===== src/switch_map_pkg.sv =====
package switch_map_pkg;

  // ------------------------------------------------------------
  // pin order and widths
  // ------------------------------------------------------------
  localparam int NUM_PINS = 5;
  localparam int PIN_SCL = 0;
  localparam int PIN_SDA = 1;
  localparam int PIN_TX = 2;
  localparam int PIN_RX = 3;
  localparam int PIN_PULSE = 4;
  localparam int ADDR_W = 12;
  localparam int DATA_W = 32;
  localparam int FUNC_W = 4;
  localparam int NUM_EVENTS = 3;

  // ------------------------------------------------------------
  // register indices; byte address is four times the index
  // ------------------------------------------------------------
  localparam logic [9:0] IDX_ACTIVE_LEVEL = 10'h036;
  localparam logic [9:0] IDX_EMERGENCY_STOP = 10'h05d;
  localparam logic [9:0] IDX_FORWARD_END_STOP = 10'h05f;
  localparam logic [9:0] IDX_REVERSE_END_STOP = 10'h060;
  localparam logic [9:0] IDX_FUNC_SCL = 10'h070;
  localparam logic [9:0] IDX_FUNC_SDA = 10'h071;
  localparam logic [9:0] IDX_FUNC_TX = 10'h072;
  localparam logic [9:0] IDX_FUNC_RX = 10'h03e;
  localparam logic [9:0] IDX_FUNC_PULSE = 10'h03f;
  localparam logic [9:0] IDX_IRQ_STATUS = 10'h080;
  localparam logic [9:0] IDX_IRQ_CLEAR = 10'h081;
  localparam logic [9:0] IDX_IRQ_ENABLE = 10'h082;
  localparam logic [9:0] IDX_LIVE_STATE = 10'h083;

  // ------------------------------------------------------------
  // field layout and reset values
  // ------------------------------------------------------------
  localparam int LIVE_PINS_LSB = 0;
  localparam int LIVE_ROLES_LSB = 8;
  localparam int EV_KILL = 0;
  localparam int EV_FORWARD = 1;
  localparam int EV_REVERSE = 2;
  localparam logic [NUM_PINS-1:0] RESET_MAP = 5'h00;
  localparam logic [FUNC_W-1:0] RESET_FUNC = 4'h0;
  localparam logic [NUM_EVENTS-1:0] RESET_EVENTS = 3'h0;

  // ------------------------------------------------------------
  // pin function codes
  // ------------------------------------------------------------
  localparam logic [FUNC_W-1:0] FUNC_KILL = 4'h7;
  localparam logic [FUNC_W-1:0] FUNC_FORWARD_LIMIT = 4'h8;
  localparam logic [FUNC_W-1:0] FUNC_REVERSE_LIMIT = 4'h9;

endpackage : switch_map_pkg

===== src/switch_input_role_mapper.sv =====
// Added by the designer: the APB interface to the registers.
`timescale 1ns/10ps
// Function
// - polarity byte holds one active-level bit per pin, bits 0..4 in pin order
// - active-level bit 0: switch active while pin is low
// - active-level bit 1: switch active while pin is high
// - active level applies to every pin set in a membership byte; the function code gates only the live-state pin bits
// - kill membership byte holds one bit per pin, bits 0..4 in pin order
// - kill bit 0 means not a kill switch, 1 means kill switch
// - forward-limit byte: set bit marks that pin as forward limit switch
// - reverse-limit byte: set bit marks that pin as reverse limit switch
// - function in low four bits; 7 kill, 8 forward, 9 reverse
module switch_input_role_mapper
  import switch_map_pkg::*;
(
  // clock and reset
  input wire logic clk_sys,
  input wire logic reset,
  // apb slave
  input wire logic psel,
  input wire logic penable,
  input wire logic pwrite,
  input wire logic [ADDR_W-1:0] paddr,
  input wire logic [DATA_W-1:0] pwdata,
  output logic [DATA_W-1:0] prdata,
  output logic pready,
  output logic pslverr,
  // switch pins
  input wire logic pin_scl,
  input wire logic pin_sda,
  input wire logic pin_tx,
  input wire logic pin_rx,
  input wire logic pulse_input_pin,
  // decoded switch outputs
  output logic kill_switch,
  output logic forward_limit,
  output logic reverse_limit,
  // interrupt
  output logic irq
);

  // ------------------------------------------------------------
  // state
  // ------------------------------------------------------------
  typedef struct packed {
    logic [NUM_PINS-1:0] switch_active_level_setting;
    logic [NUM_PINS-1:0] emergency_stop_pin_set;
    logic [NUM_PINS-1:0] forward_end_stop_pin_set;
    logic [NUM_PINS-1:0] reverse_end_stop_pin_set;
    logic [NUM_PINS-1:0][FUNC_W-1:0] pin_func;
    logic [NUM_EVENTS-1:0] irq_status;
    logic [NUM_EVENTS-1:0] irq_enable;
    logic kill_switch;
    logic forward_limit;
    logic reverse_limit;
    logic irq;
    logic [DATA_W-1:0] prdata;
    logic pready;
    logic pslverr;
  } state_t;

  state_t cur;
  state_t next_cur;

  // ------------------------------------------------------------
  // decoding helpers
  // ------------------------------------------------------------
  function automatic logic is_switch_func(input logic [FUNC_W-1:0] code);
    is_switch_func = (code == FUNC_KILL) || (code == FUNC_FORWARD_LIMIT) ||
      (code == FUNC_REVERSE_LIMIT);
  endfunction : is_switch_func

  function automatic logic is_mapped(input logic [ADDR_W-1:0] addr);
    logic [9:0] idx;
    idx = addr[ADDR_W-1:2];
    is_mapped = (addr[1:0] == 2'h0) && (idx == IDX_ACTIVE_LEVEL ||
      idx == IDX_EMERGENCY_STOP || idx == IDX_FORWARD_END_STOP ||
      idx == IDX_REVERSE_END_STOP || idx == IDX_FUNC_SCL || idx == IDX_FUNC_SDA ||
      idx == IDX_FUNC_TX || idx == IDX_FUNC_RX || idx == IDX_FUNC_PULSE ||
      idx == IDX_IRQ_STATUS || idx == IDX_IRQ_CLEAR || idx == IDX_IRQ_ENABLE ||
      idx == IDX_LIVE_STATE);
  endfunction : is_mapped

  // ------------------------------------------------------------
  // per-pin active level
  // ------------------------------------------------------------
  logic [NUM_PINS-1:0] pin_level;
  logic [NUM_PINS-1:0] pin_active;
  logic [NUM_PINS-1:0] pin_switch_active;

  assign pin_level = {pulse_input_pin, pin_rx, pin_tx, pin_sda, pin_scl};

  genvar gi;
  generate
    for (gi = 0; gi < NUM_PINS; gi++) begin : g_pin
      // active when the pin level equals its active-level bit
      assign pin_active[gi] = ~(pin_level[gi] ^ cur.switch_active_level_setting[gi]);
      assign pin_switch_active[gi] = pin_active[gi] & is_switch_func(cur.pin_func[gi]);
    end
  endgenerate

  // ------------------------------------------------------------
  // next state
  // ------------------------------------------------------------
  logic [9:0] idx;
  logic setup;
  logic access;
  logic [NUM_EVENTS-1:0] roles;
  logic [NUM_EVENTS-1:0] rises;
  logic [NUM_EVENTS-1:0] clr;

  always_comb begin
    next_cur = cur;
    idx = paddr[ADDR_W-1:2];
    setup = psel && !penable;
    access = psel && penable && cur.pready;
    clr = '0;
    // role outputs from membership and active level
    roles[EV_KILL] = |(cur.emergency_stop_pin_set & pin_active);
    roles[EV_FORWARD] = |(cur.forward_end_stop_pin_set & pin_active);
    roles[EV_REVERSE] = |(cur.reverse_end_stop_pin_set & pin_active);
    rises = roles & ~{cur.reverse_limit, cur.forward_limit, cur.kill_switch};
    next_cur.kill_switch = roles[EV_KILL];
    next_cur.forward_limit = roles[EV_FORWARD];
    next_cur.reverse_limit = roles[EV_REVERSE];
    // apb answer: ready for one cycle after setup
    next_cur.pready = setup;
    next_cur.pslverr = setup && !is_mapped(paddr);
    if (setup) begin
      next_cur.prdata = '0;
      unique case (idx)
        IDX_ACTIVE_LEVEL: next_cur.prdata[NUM_PINS-1:0] = cur.switch_active_level_setting;
        IDX_EMERGENCY_STOP: next_cur.prdata[NUM_PINS-1:0] = cur.emergency_stop_pin_set;
        IDX_FORWARD_END_STOP: next_cur.prdata[NUM_PINS-1:0] = cur.forward_end_stop_pin_set;
        IDX_REVERSE_END_STOP: next_cur.prdata[NUM_PINS-1:0] = cur.reverse_end_stop_pin_set;
        IDX_FUNC_SCL: next_cur.prdata[FUNC_W-1:0] = cur.pin_func[PIN_SCL];
        IDX_FUNC_SDA: next_cur.prdata[FUNC_W-1:0] = cur.pin_func[PIN_SDA];
        IDX_FUNC_TX: next_cur.prdata[FUNC_W-1:0] = cur.pin_func[PIN_TX];
        IDX_FUNC_RX: next_cur.prdata[FUNC_W-1:0] = cur.pin_func[PIN_RX];
        IDX_FUNC_PULSE: next_cur.prdata[FUNC_W-1:0] = cur.pin_func[PIN_PULSE];
        IDX_IRQ_STATUS: next_cur.prdata[NUM_EVENTS-1:0] = cur.irq_status;
        IDX_IRQ_ENABLE: next_cur.prdata[NUM_EVENTS-1:0] = cur.irq_enable;
        IDX_LIVE_STATE: begin
          next_cur.prdata[LIVE_PINS_LSB +: NUM_PINS] = pin_switch_active;
          next_cur.prdata[LIVE_ROLES_LSB +: NUM_EVENTS] =
            {cur.reverse_limit, cur.forward_limit, cur.kill_switch};
        end
        default: next_cur.prdata = '0;
      endcase
      if (paddr[1:0] != 2'h0) begin
        next_cur.prdata = '0;
      end
    end
    // apb write at the access edge; bits 5..7 are not stored
    if (access && pwrite && !cur.pslverr) begin
      unique case (idx)
        IDX_ACTIVE_LEVEL: next_cur.switch_active_level_setting = pwdata[NUM_PINS-1:0];
        IDX_EMERGENCY_STOP: next_cur.emergency_stop_pin_set = pwdata[NUM_PINS-1:0];
        IDX_FORWARD_END_STOP: next_cur.forward_end_stop_pin_set = pwdata[NUM_PINS-1:0];
        IDX_REVERSE_END_STOP: next_cur.reverse_end_stop_pin_set = pwdata[NUM_PINS-1:0];
        IDX_FUNC_SCL: next_cur.pin_func[PIN_SCL] = pwdata[FUNC_W-1:0];
        IDX_FUNC_SDA: next_cur.pin_func[PIN_SDA] = pwdata[FUNC_W-1:0];
        IDX_FUNC_TX: next_cur.pin_func[PIN_TX] = pwdata[FUNC_W-1:0];
        IDX_FUNC_RX: next_cur.pin_func[PIN_RX] = pwdata[FUNC_W-1:0];
        IDX_FUNC_PULSE: next_cur.pin_func[PIN_PULSE] = pwdata[FUNC_W-1:0];
        IDX_IRQ_CLEAR: clr = pwdata[NUM_EVENTS-1:0];
        IDX_IRQ_ENABLE: next_cur.irq_enable = pwdata[NUM_EVENTS-1:0];
        default: clr = '0;
      endcase
    end
    // sticky events: a set in the same cycle wins over a clear
    next_cur.irq_status = (cur.irq_status & ~clr) | rises;
    next_cur.irq = |(next_cur.irq_status & next_cur.irq_enable);
  end

  // ------------------------------------------------------------
  // registers
  // ------------------------------------------------------------
  always_ff @(posedge clk_sys) begin
    if (reset) begin
      cur.switch_active_level_setting <= RESET_MAP;
      cur.emergency_stop_pin_set <= RESET_MAP;
      cur.forward_end_stop_pin_set <= RESET_MAP;
      cur.reverse_end_stop_pin_set <= RESET_MAP;
      cur.pin_func <= {NUM_PINS{RESET_FUNC}};
      cur.irq_status <= RESET_EVENTS;
      cur.irq_enable <= RESET_EVENTS;
      cur.kill_switch <= 1'b0;
      cur.forward_limit <= 1'b0;
      cur.reverse_limit <= 1'b0;
      cur.irq <= 1'b0;
      cur.prdata <= '0;
      cur.pready <= 1'b0;
      cur.pslverr <= 1'b0;
    end else begin
      cur <= next_cur;
    end
  end

  // ------------------------------------------------------------
  // outputs
  // ------------------------------------------------------------
  assign prdata = cur.prdata;
  assign pready = cur.pready;
  assign pslverr = cur.pslverr;
  assign kill_switch = cur.kill_switch;
  assign forward_limit = cur.forward_limit;
  assign reverse_limit = cur.reverse_limit;
  assign irq = cur.irq;

endmodule : switch_input_role_mapper


===== config.mk =====
export PLATFORM = sky130hd
export DESIGN_NAME = switch_input_role_mapper
export DESIGN_NICKNAME = d
export VERILOG_FILES = /design/src/switch_map_pkg.sv /design/src/switch_input_role_mapper.sv
export SDC_FILE = /design/constraint.sdc
export NUM_CORES = 1
export LEC_CHECK = 0
export BUFFER_PORTS_ARGS = -buffer_cell sky130_fd_sc_hd__buf_2
export CORE_ASPECT_RATIO = 0.8
export CORE_MARGIN = 2
export CORE_UTILIZATION = 25
export CTS_CLUSTER_DIAMETER = 80
export DETAILED_ROUTE_END_ITERATION = 16
export GPL_ROUTABILITY_DRIVEN = 0
export SETUP_SLACK_MARGIN = 0.4
export SYNTH_ARGS = -nofsm -noshare
export SYNTH_HDL_FRONTEND = slang
export SYNTH_SLANG_ARGS = --single-unit

===== constraint.sdc =====
create_clock -name clk_sys -period 3.62 [get_ports clk_sys]
set_clock_uncertainty 0.05 [all_clocks]
set_input_delay 0.724 -clock clk_sys [delete_from_list [all_inputs] [get_ports clk_sys]]
set_output_delay 0.724 -clock clk_sys [all_outputs]
set_load 0.03 [all_outputs]

==> results.json, run 1 <==
{
  "antenna_found_initial": 0,
  "synth.avg_cell_area_sq_um": 8.855,
  "overflow": 0,
  "crit_type": "in -> reg",
  "pwr-share-comb_pct": 8.3,
  "postSynth.asyncResetShare_pct": 0,
  "hold_path.startpoint": "prdata[8]",
  "dr.pass1.iters": 8,
  "multiInputGateArea_sq_um": 1961,
  "synth_seq_cells": 60,
  "reg2reg_depth": 5,
  "internal_power_mw": 1.168,
  "worst-path-max-fanout": 7,
  "p_leak_nw": 1.401,
  "cts_setup_buffers": 0,
  "synthesis.instances": 387,
  "place_area_sq_um": 3621,
  "arrival_ns": 2.76,
  "ctsHoldBuffers": 0,
  "setup_viol": 0,
  "avgViaCountPerCell": 4.971,
  "maxCapViolCount": 0,
  "p_clk_share_pct": 48.9,
  "ys_seq_area_share_pct": 35.05,
  "peakVddDrop_mv": 0.2591,
  "port_buffers": 40,
  "via_count": 2958,
  "first_global_vias": 2814,
  "insertion_delay_ns": 0.33,
  "seq_area_sq_um": 1201,
  "grt_max_degree": 36,
  "synthTopCellsByArea": "dfxtp_1 (35%), mux2i_1 (13%), buf_4 (7.4%)",
  "grt_pass1_wl_mm": 15.57,
  "rsz0062_at_grt": "no",
  "h-tree-depth": 3,
  "synth_flop_cell": "dfxtp_1",
  "cts-root-buf": "clkbuf_16",
  "slew_viol_final": 0,
  "cp.required_ns": 3.76,
  "hold_viol": 0,
  "min_path_cells": 2,
  "die_area_sq_um": 14670,
  "drc": 0,
  "synthDistinctLibCells": 60,
  "cts_resized": 0,
  "yosys.area.top_type": "dfxtp_1",
  "ant_nets": 0,
  "min_path_type": "reg -> reg",
  "area_growth_pct": 13.36,
  "final_cell_area_sq_um": 3885,
  "wire_per_inst_microns": 16.68,
  "seq_power_share_pct": 42.9,
  "fin_ws_ns": 1.006,
  "switching_power_uw": 379.2,
  "fin_crit_ns": 2.614,
  "netlist_top_cells_count": "dfxtp_1 (60), nor2_1 (57), mux2i_1 (44)",
  "slew_headroom_pct": 57.44,
  "synth_warnings": 0,
  "post-route-period-util_pct": 72.21,
  "dp_hpwl_mm": 7.483,
  "r2r-start": "pslverr",
  "fill_cells": 1434,
  "setup_tns_ns": 0,
  "worst_setup_path_start_kind": "primary input",
  "initial_core_util_pct": 25.47,
  "clock_sinks": 60,
  "grt_usage_pct": 13.96,
  "status": "finished, final reports clean",
  "wl_mm": 9.925,
  "syn_area_sq_um": 3427,
  "diodes": 0,
  "max_slew.worst_pin.slew_ns": 0.6338,
  "cts_buffers": 9,
  "fp.dieW_microns": 134.9,
  "core_region_area_sq_um": 13460,
  "dp_slack_ns": 0.6924,
  "synth_edf_count": 0,
  "drtIter0Drc": 304,
  "ios": 92,
  "regToRegSetupSlack_ns": 1.47,
  "end_kind": "flop",
  "cts.clk_slew.worst_paths_ns": 0.05,
  "cts_tree": "yes",
  "yosysTopAreaCellShare_pct": 35.05,
  "drive_above_1_share_pct": 19.52,
  "cts_max_path_buffers": 2,
  "p_per_area_nw_per_um2": 398.2,
  "row_count": 38,
  "final_util_pct": 28.87,
  "yosysMostFrequentCell": "dfxtp_1",
  "fmax_mhz": 382.6,
  "regToRegEndpoint": "cur[80]",
  "finalPower_mw": 1.547,
  "sw_frac_of_total_pct": 24.52,
  "fp.dieH_microns": 108.7,
  "hold_path_end": "prdata[8]",
  "final_nets": 464
}
cells in the final DEF, fill, tap and decap left out, types with 8 or more instances in the layout:
| cell type | Yosys | layout |
|---|---|---|
| mux2i_1 | 44 | 44 |
| dfxtp_1 | 60 | 60 |
| nand3_1 | 10 | 10 |
| nor2_1 | 57 | 57 |
| conb_1 | 1 | 24 |
| buf_2 | 5 | 40 |
| a21oi_1 | 8 | 8 |
| nand2_1 | 25 | 25 |
| clkbuf_16 | 0 | 9 |
layout make-up:
type | count | area share, %
Multi-Input combinational cell | 292 | 50.47
Timing Repair Buffer | 42 | 5.539
Sequential cell | 60 | 30.92
Tap cell | 180 | 5.797
Clock buffer | 14 | 6.538
Clock inverter | 2 | 0.2576
Inverter | 5 | 0.4831
sequential cells by signal, indices dropped and copies added (netlist names):
register,cells
cur,46
kill_switch,1
forward_limit,1
irq,1
reverse_limit,1
prdata,8
pslverr,1
pready,1
routing by layer:
metal / global-route usage (%) / routed length (microns) / part of all wire, %
met5: 0 / 0 / 0
met4: 3.684 / 195 / 2.0
met3: 5.346 / 939 / 9.5
met2: 20.27 / 4115 / 41
met1: 19.26 / 4675 / 47
kinds of logic after synthesis:
kind of cell / synth area share (%)
and+or+nand+nor: 24.94
AOI/OAI and AO/OA: 13.54
DFF: 35.05
buffers and inverters: 10.26
muxes: 14.82
xor gates and xnor gates: 1.278
other: 0.1094
power groups by stage:
stage | Sequential, mW | Combinational, mW | Clock, mW
after global routing | 0.662 | 0.138 | 0.797
after floorplan | 0.678 | 0.104 | 0
after CTS | 0.663 | 0.127 | 0.773
after detailed placement | 0.676 | 0.126 | 0
final | 0.663 | 0.128 | 0.756
after global placement | 0.676 | 0.124 | 0
worst max path at each step:
| stage | slack [ns] | start | endpoint |
|---|---|---|---|
| after floorplan | 1.24 | paddr[4] | cur[66] |
| after global placement | 0.71 | paddr[9] | cur[73] |
| after detailed placement | 0.69 | paddr[9] | cur[73] |
| after CTS | 1.03 | paddr[9] | cur[73] |
| after global routing | 0.88 | paddr[9] | cur[73] |
| final | 1.01 | paddr[9] | cur[70] |
critical path: stages:
cell and delay (ns):
buf_2 0.13, or4b_1 0.71, nor3_2 0.34, nor2b_1 0.53
mux2i_1 0.25, nor2_1 0.06
per-stage QoR:
step / instances / hold slack (ns)
floorplan: 410 / 0.3823
global placement: 579 / 0.3882
detailed placement: 579 / 0.3957
CTS: 595 / 0.4025
global route: 595 / 0.4221
finish: 595 / 0.3990
No activity file was read; power rests on OpenSTA's default activity.
==> inputs of run 2 (changes only) <==
ABC_AREA = 1   (was unset)
clock period = 2.5 ns   (was 3.62 ns; I/O delays follow)
==> run 2 against run 1 <==
Utilization up 0.69 points. Worst hold slack worse by 0.0085 ns. Non-clock buffer count increased by 2. Global-route usage fell by 0.88 points. Final cell count is 28% higher. Clock-buffer cell count down 2. Via count up 12%. Combinational power up 52%. Largest cell class unchanged. Sequential cell count did not move. Routed wire length down 1.8%.
==> results.json, run 2 <==
{
  "ys_seq_area_share_pct": 33.04,
  "netlist_top_cells_count": "nand2_1 (121), inv_1 (66), dfxtp_1 (60)",
  "synth_warnings": 0,
  "synth-simple-area-share_pct": 35.72,
  "synth_seq_cells": 60,
  "synthMuxAreaShare_pct": 0,
  "core_region_area_sq_um": 14250,
  "top_layer_used": "met4",
  "final_cell_mix": "nand2_1 (121), inv_1 (66), dfxtp_1 (60), nor2_1 (50), o21ai_0 (44)",
  "synth_flop_cell": "dfxtp_1",
  "initial_core_util_pct": 25.52,
  "top_regs": "cur x46, prdata x8",
  "cts.clk_slew.worst_paths_ns": 0.05,
  "cts_max_path_buffers": 2,
  "syn_area_sq_um": 3636,
  "worst-path-max-fanout": 8,
  "cts_tree": "yes",
  "h-tree-depth": 3,
  "cts_resized": 0,
  "drt-met1-wl_mm": 4.908,
  "yosysMostFrequentCell": "nand2_1",
  "maxCapViolCount": 0,
  "slew_viol_final": 0,
  "row_count": 39,
  "die_area_sq_um": 15530,
  "crit_chain": "nand2_1 -> nor2_2 -> nand3_4 -> inv_2 -> nand2_2 -> o21ai_0 -> nand3_1 -> nand3_1",
  "cts_buffers": 9,
  "synth_top_family_by_area": "simple AND/OR/NAND/NOR gates",
  "r2r-start": "pready",
  "diodes": 0,
  "wl_met3_microns": 652,
  "grt_pass1_wl_mm": 15.73,
  "synth-compound-area-share_pct": 15.14,
  "overflow": 0,
  "drc": 0,
  "max_slew.worst_pin.slew_ns": 0.5282,
  "regMostFlops": "cur",
  "rsz0062_at_grt": "no",
  "synthDistinctLibCells": 33,
  "crit_path_start": "pready",
  "worst_setup_path_start_kind": "flop",
  "setup_viol": 0,
  "synth.avg_cell_area_sq_um": 6.835,
  "first_global_vias": 2990,
  "fin_crit_ns": 1.707,
  "hold_viol": 0,
  "min_path_type": "in -> reg",
  "p_per_area_nw_per_um2": 572.2,
  "cp.required_ns": 2.72,
  "drtIter0Drc": 264,
  "setup_tns_ns": 0,
  "insertion_delay_ns": 0.34,
  "wl_mm": 9.743,
  "dp_slack_ns": 0.4868,
  "synthesis.instances": 532,
  "fp.dieH_microns": 111.9,
  "cts_setup_buffers": 0,
  "dp_hpwl_mm": 7.447,
  "yosysTopAreaCellShare_pct": 33.04,
  "grt_usage_pct": 13.07,
  "cts-root-buf": "clkbuf_16",
  "area_growth_pct": 15.86,
  "ios": 92,
  "synth_edf_count": 0,
  "post-route-period-util_pct": 68.27,
  "fp.dieW_microns": 138.8,
  "clock_sinks": 60,
  "reg2reg_depth": 8,
  "status": "finished, final reports clean",
  "grt_max_degree": 36,
  "cpPeakStageDelay_ns": 0.32,
  "synth_xor_area_share_pct": 0.7226,
  "synth_adder_area_share_pct": 0,
  "arrival_ns": 1.93,
  "drive_above_1_share_pct": 19.44,
  "fmax_mhz": 585.9,
  "avgViaCountPerCell": 4.361,
  "final_nets": 625,
  "slew_headroom_pct": 64.53,
  "p_leak_nw": 1.830,
  "antenna_found_initial": 1,
  "postSynth.asyncResetShare_pct": 0,
  "port_buffers": 40,
  "largest_reg_flops": 46,
  "wire_per_inst_microns": 12.82,
  "fin_ws_ns": 0.7932,
  "yosys.area.top_type": "dfxtp_1",
  "ctsHoldBuffers": 0,
  "ant_nets": 0,
  "final_common_cell": "nand2_1",
  "peakVddDrop_mv": 0.3250,
  "hold_path.startpoint": "pwdata[4]",
  "min_path_cells": 3,
  "synthTopCellsByArea": "dfxtp_1 (33%), nand2_1 (12%), inv_1 (6.8%)",
  "crit_type": "reg -> reg",
  "critPathSlowestCell": "dfxtp_1",
  "end_kind": "flop",
  "wl_met2_mm": 4.072,
  "via_count": 3314,
  "crit_path_frequent_cell": "nand3_1",
  "dr.pass1.iters": 5
}
[run 2: final cells by class]
class,count,area [sq um]
Clock buffer,12,256.5
Clock inverter,4,47.55
Fill cell,1564,10040
Inverter,75,281.5
Multi-Input combinational cell,381,1966
Sequential cell,60,1201
Tap cell,184,230.2
Timing Repair Buffer,44,230.2
[run 2: power by group]
group | internal, mW | switching, mW
logic | 0.0412 | 0.153
registers | 0.959 | 0.000691
clock network | 0.821 | 0.436
total | 1.82 | 0.589
[run 2: critical path: cells and delay by family, from the launching register on]
family	cells	cell delay [ns]
buffers and inverters	1	0.25
AO/OA/AOI/OAI	1	0.29
AND/OR/NAND/NOR	6	0.74
flip-flops	1	0.32
[run 2: worst paths after layout]
path	endpoint	slack (ns)
worst min register to register	prdata[8]	0.41
worst max-delay path	irq	0.79
worst max register to register	irq	0.79
worst min-delay path	cur[73]	0.39
[run 2: cells by family after synthesis]
group           after synthesis
simple gates                253
xor+xnor                      3
other cells                   1
buf+inv                     114
compound gates              101
flops                        60
[run 2: metrics by stage]
step	hold slack, ns	instances	cell area, sq um	utilization [%]	power (mW)
2_1_floorplan	0.3872	555	3722	-	1.138
3_3_place_gp	0.3998	744	3909	27.43	1.173
3_5_place_dp	0.4031	744	3909	27.43	1.172
4_1_cts	0.3787	760	4213	29.57	2.429
5_1_grt	0.3949	760	4213	29.57	2.501
6_report	0.3905	760	4213	29.57	2.411
[run 2: metal layers]
metal  track usage, %  vias up
met5                0        -
met4            3.502        0
met3            4.473       11
met2            19.54       90
met1            18.01     1481
li1                 -     1732
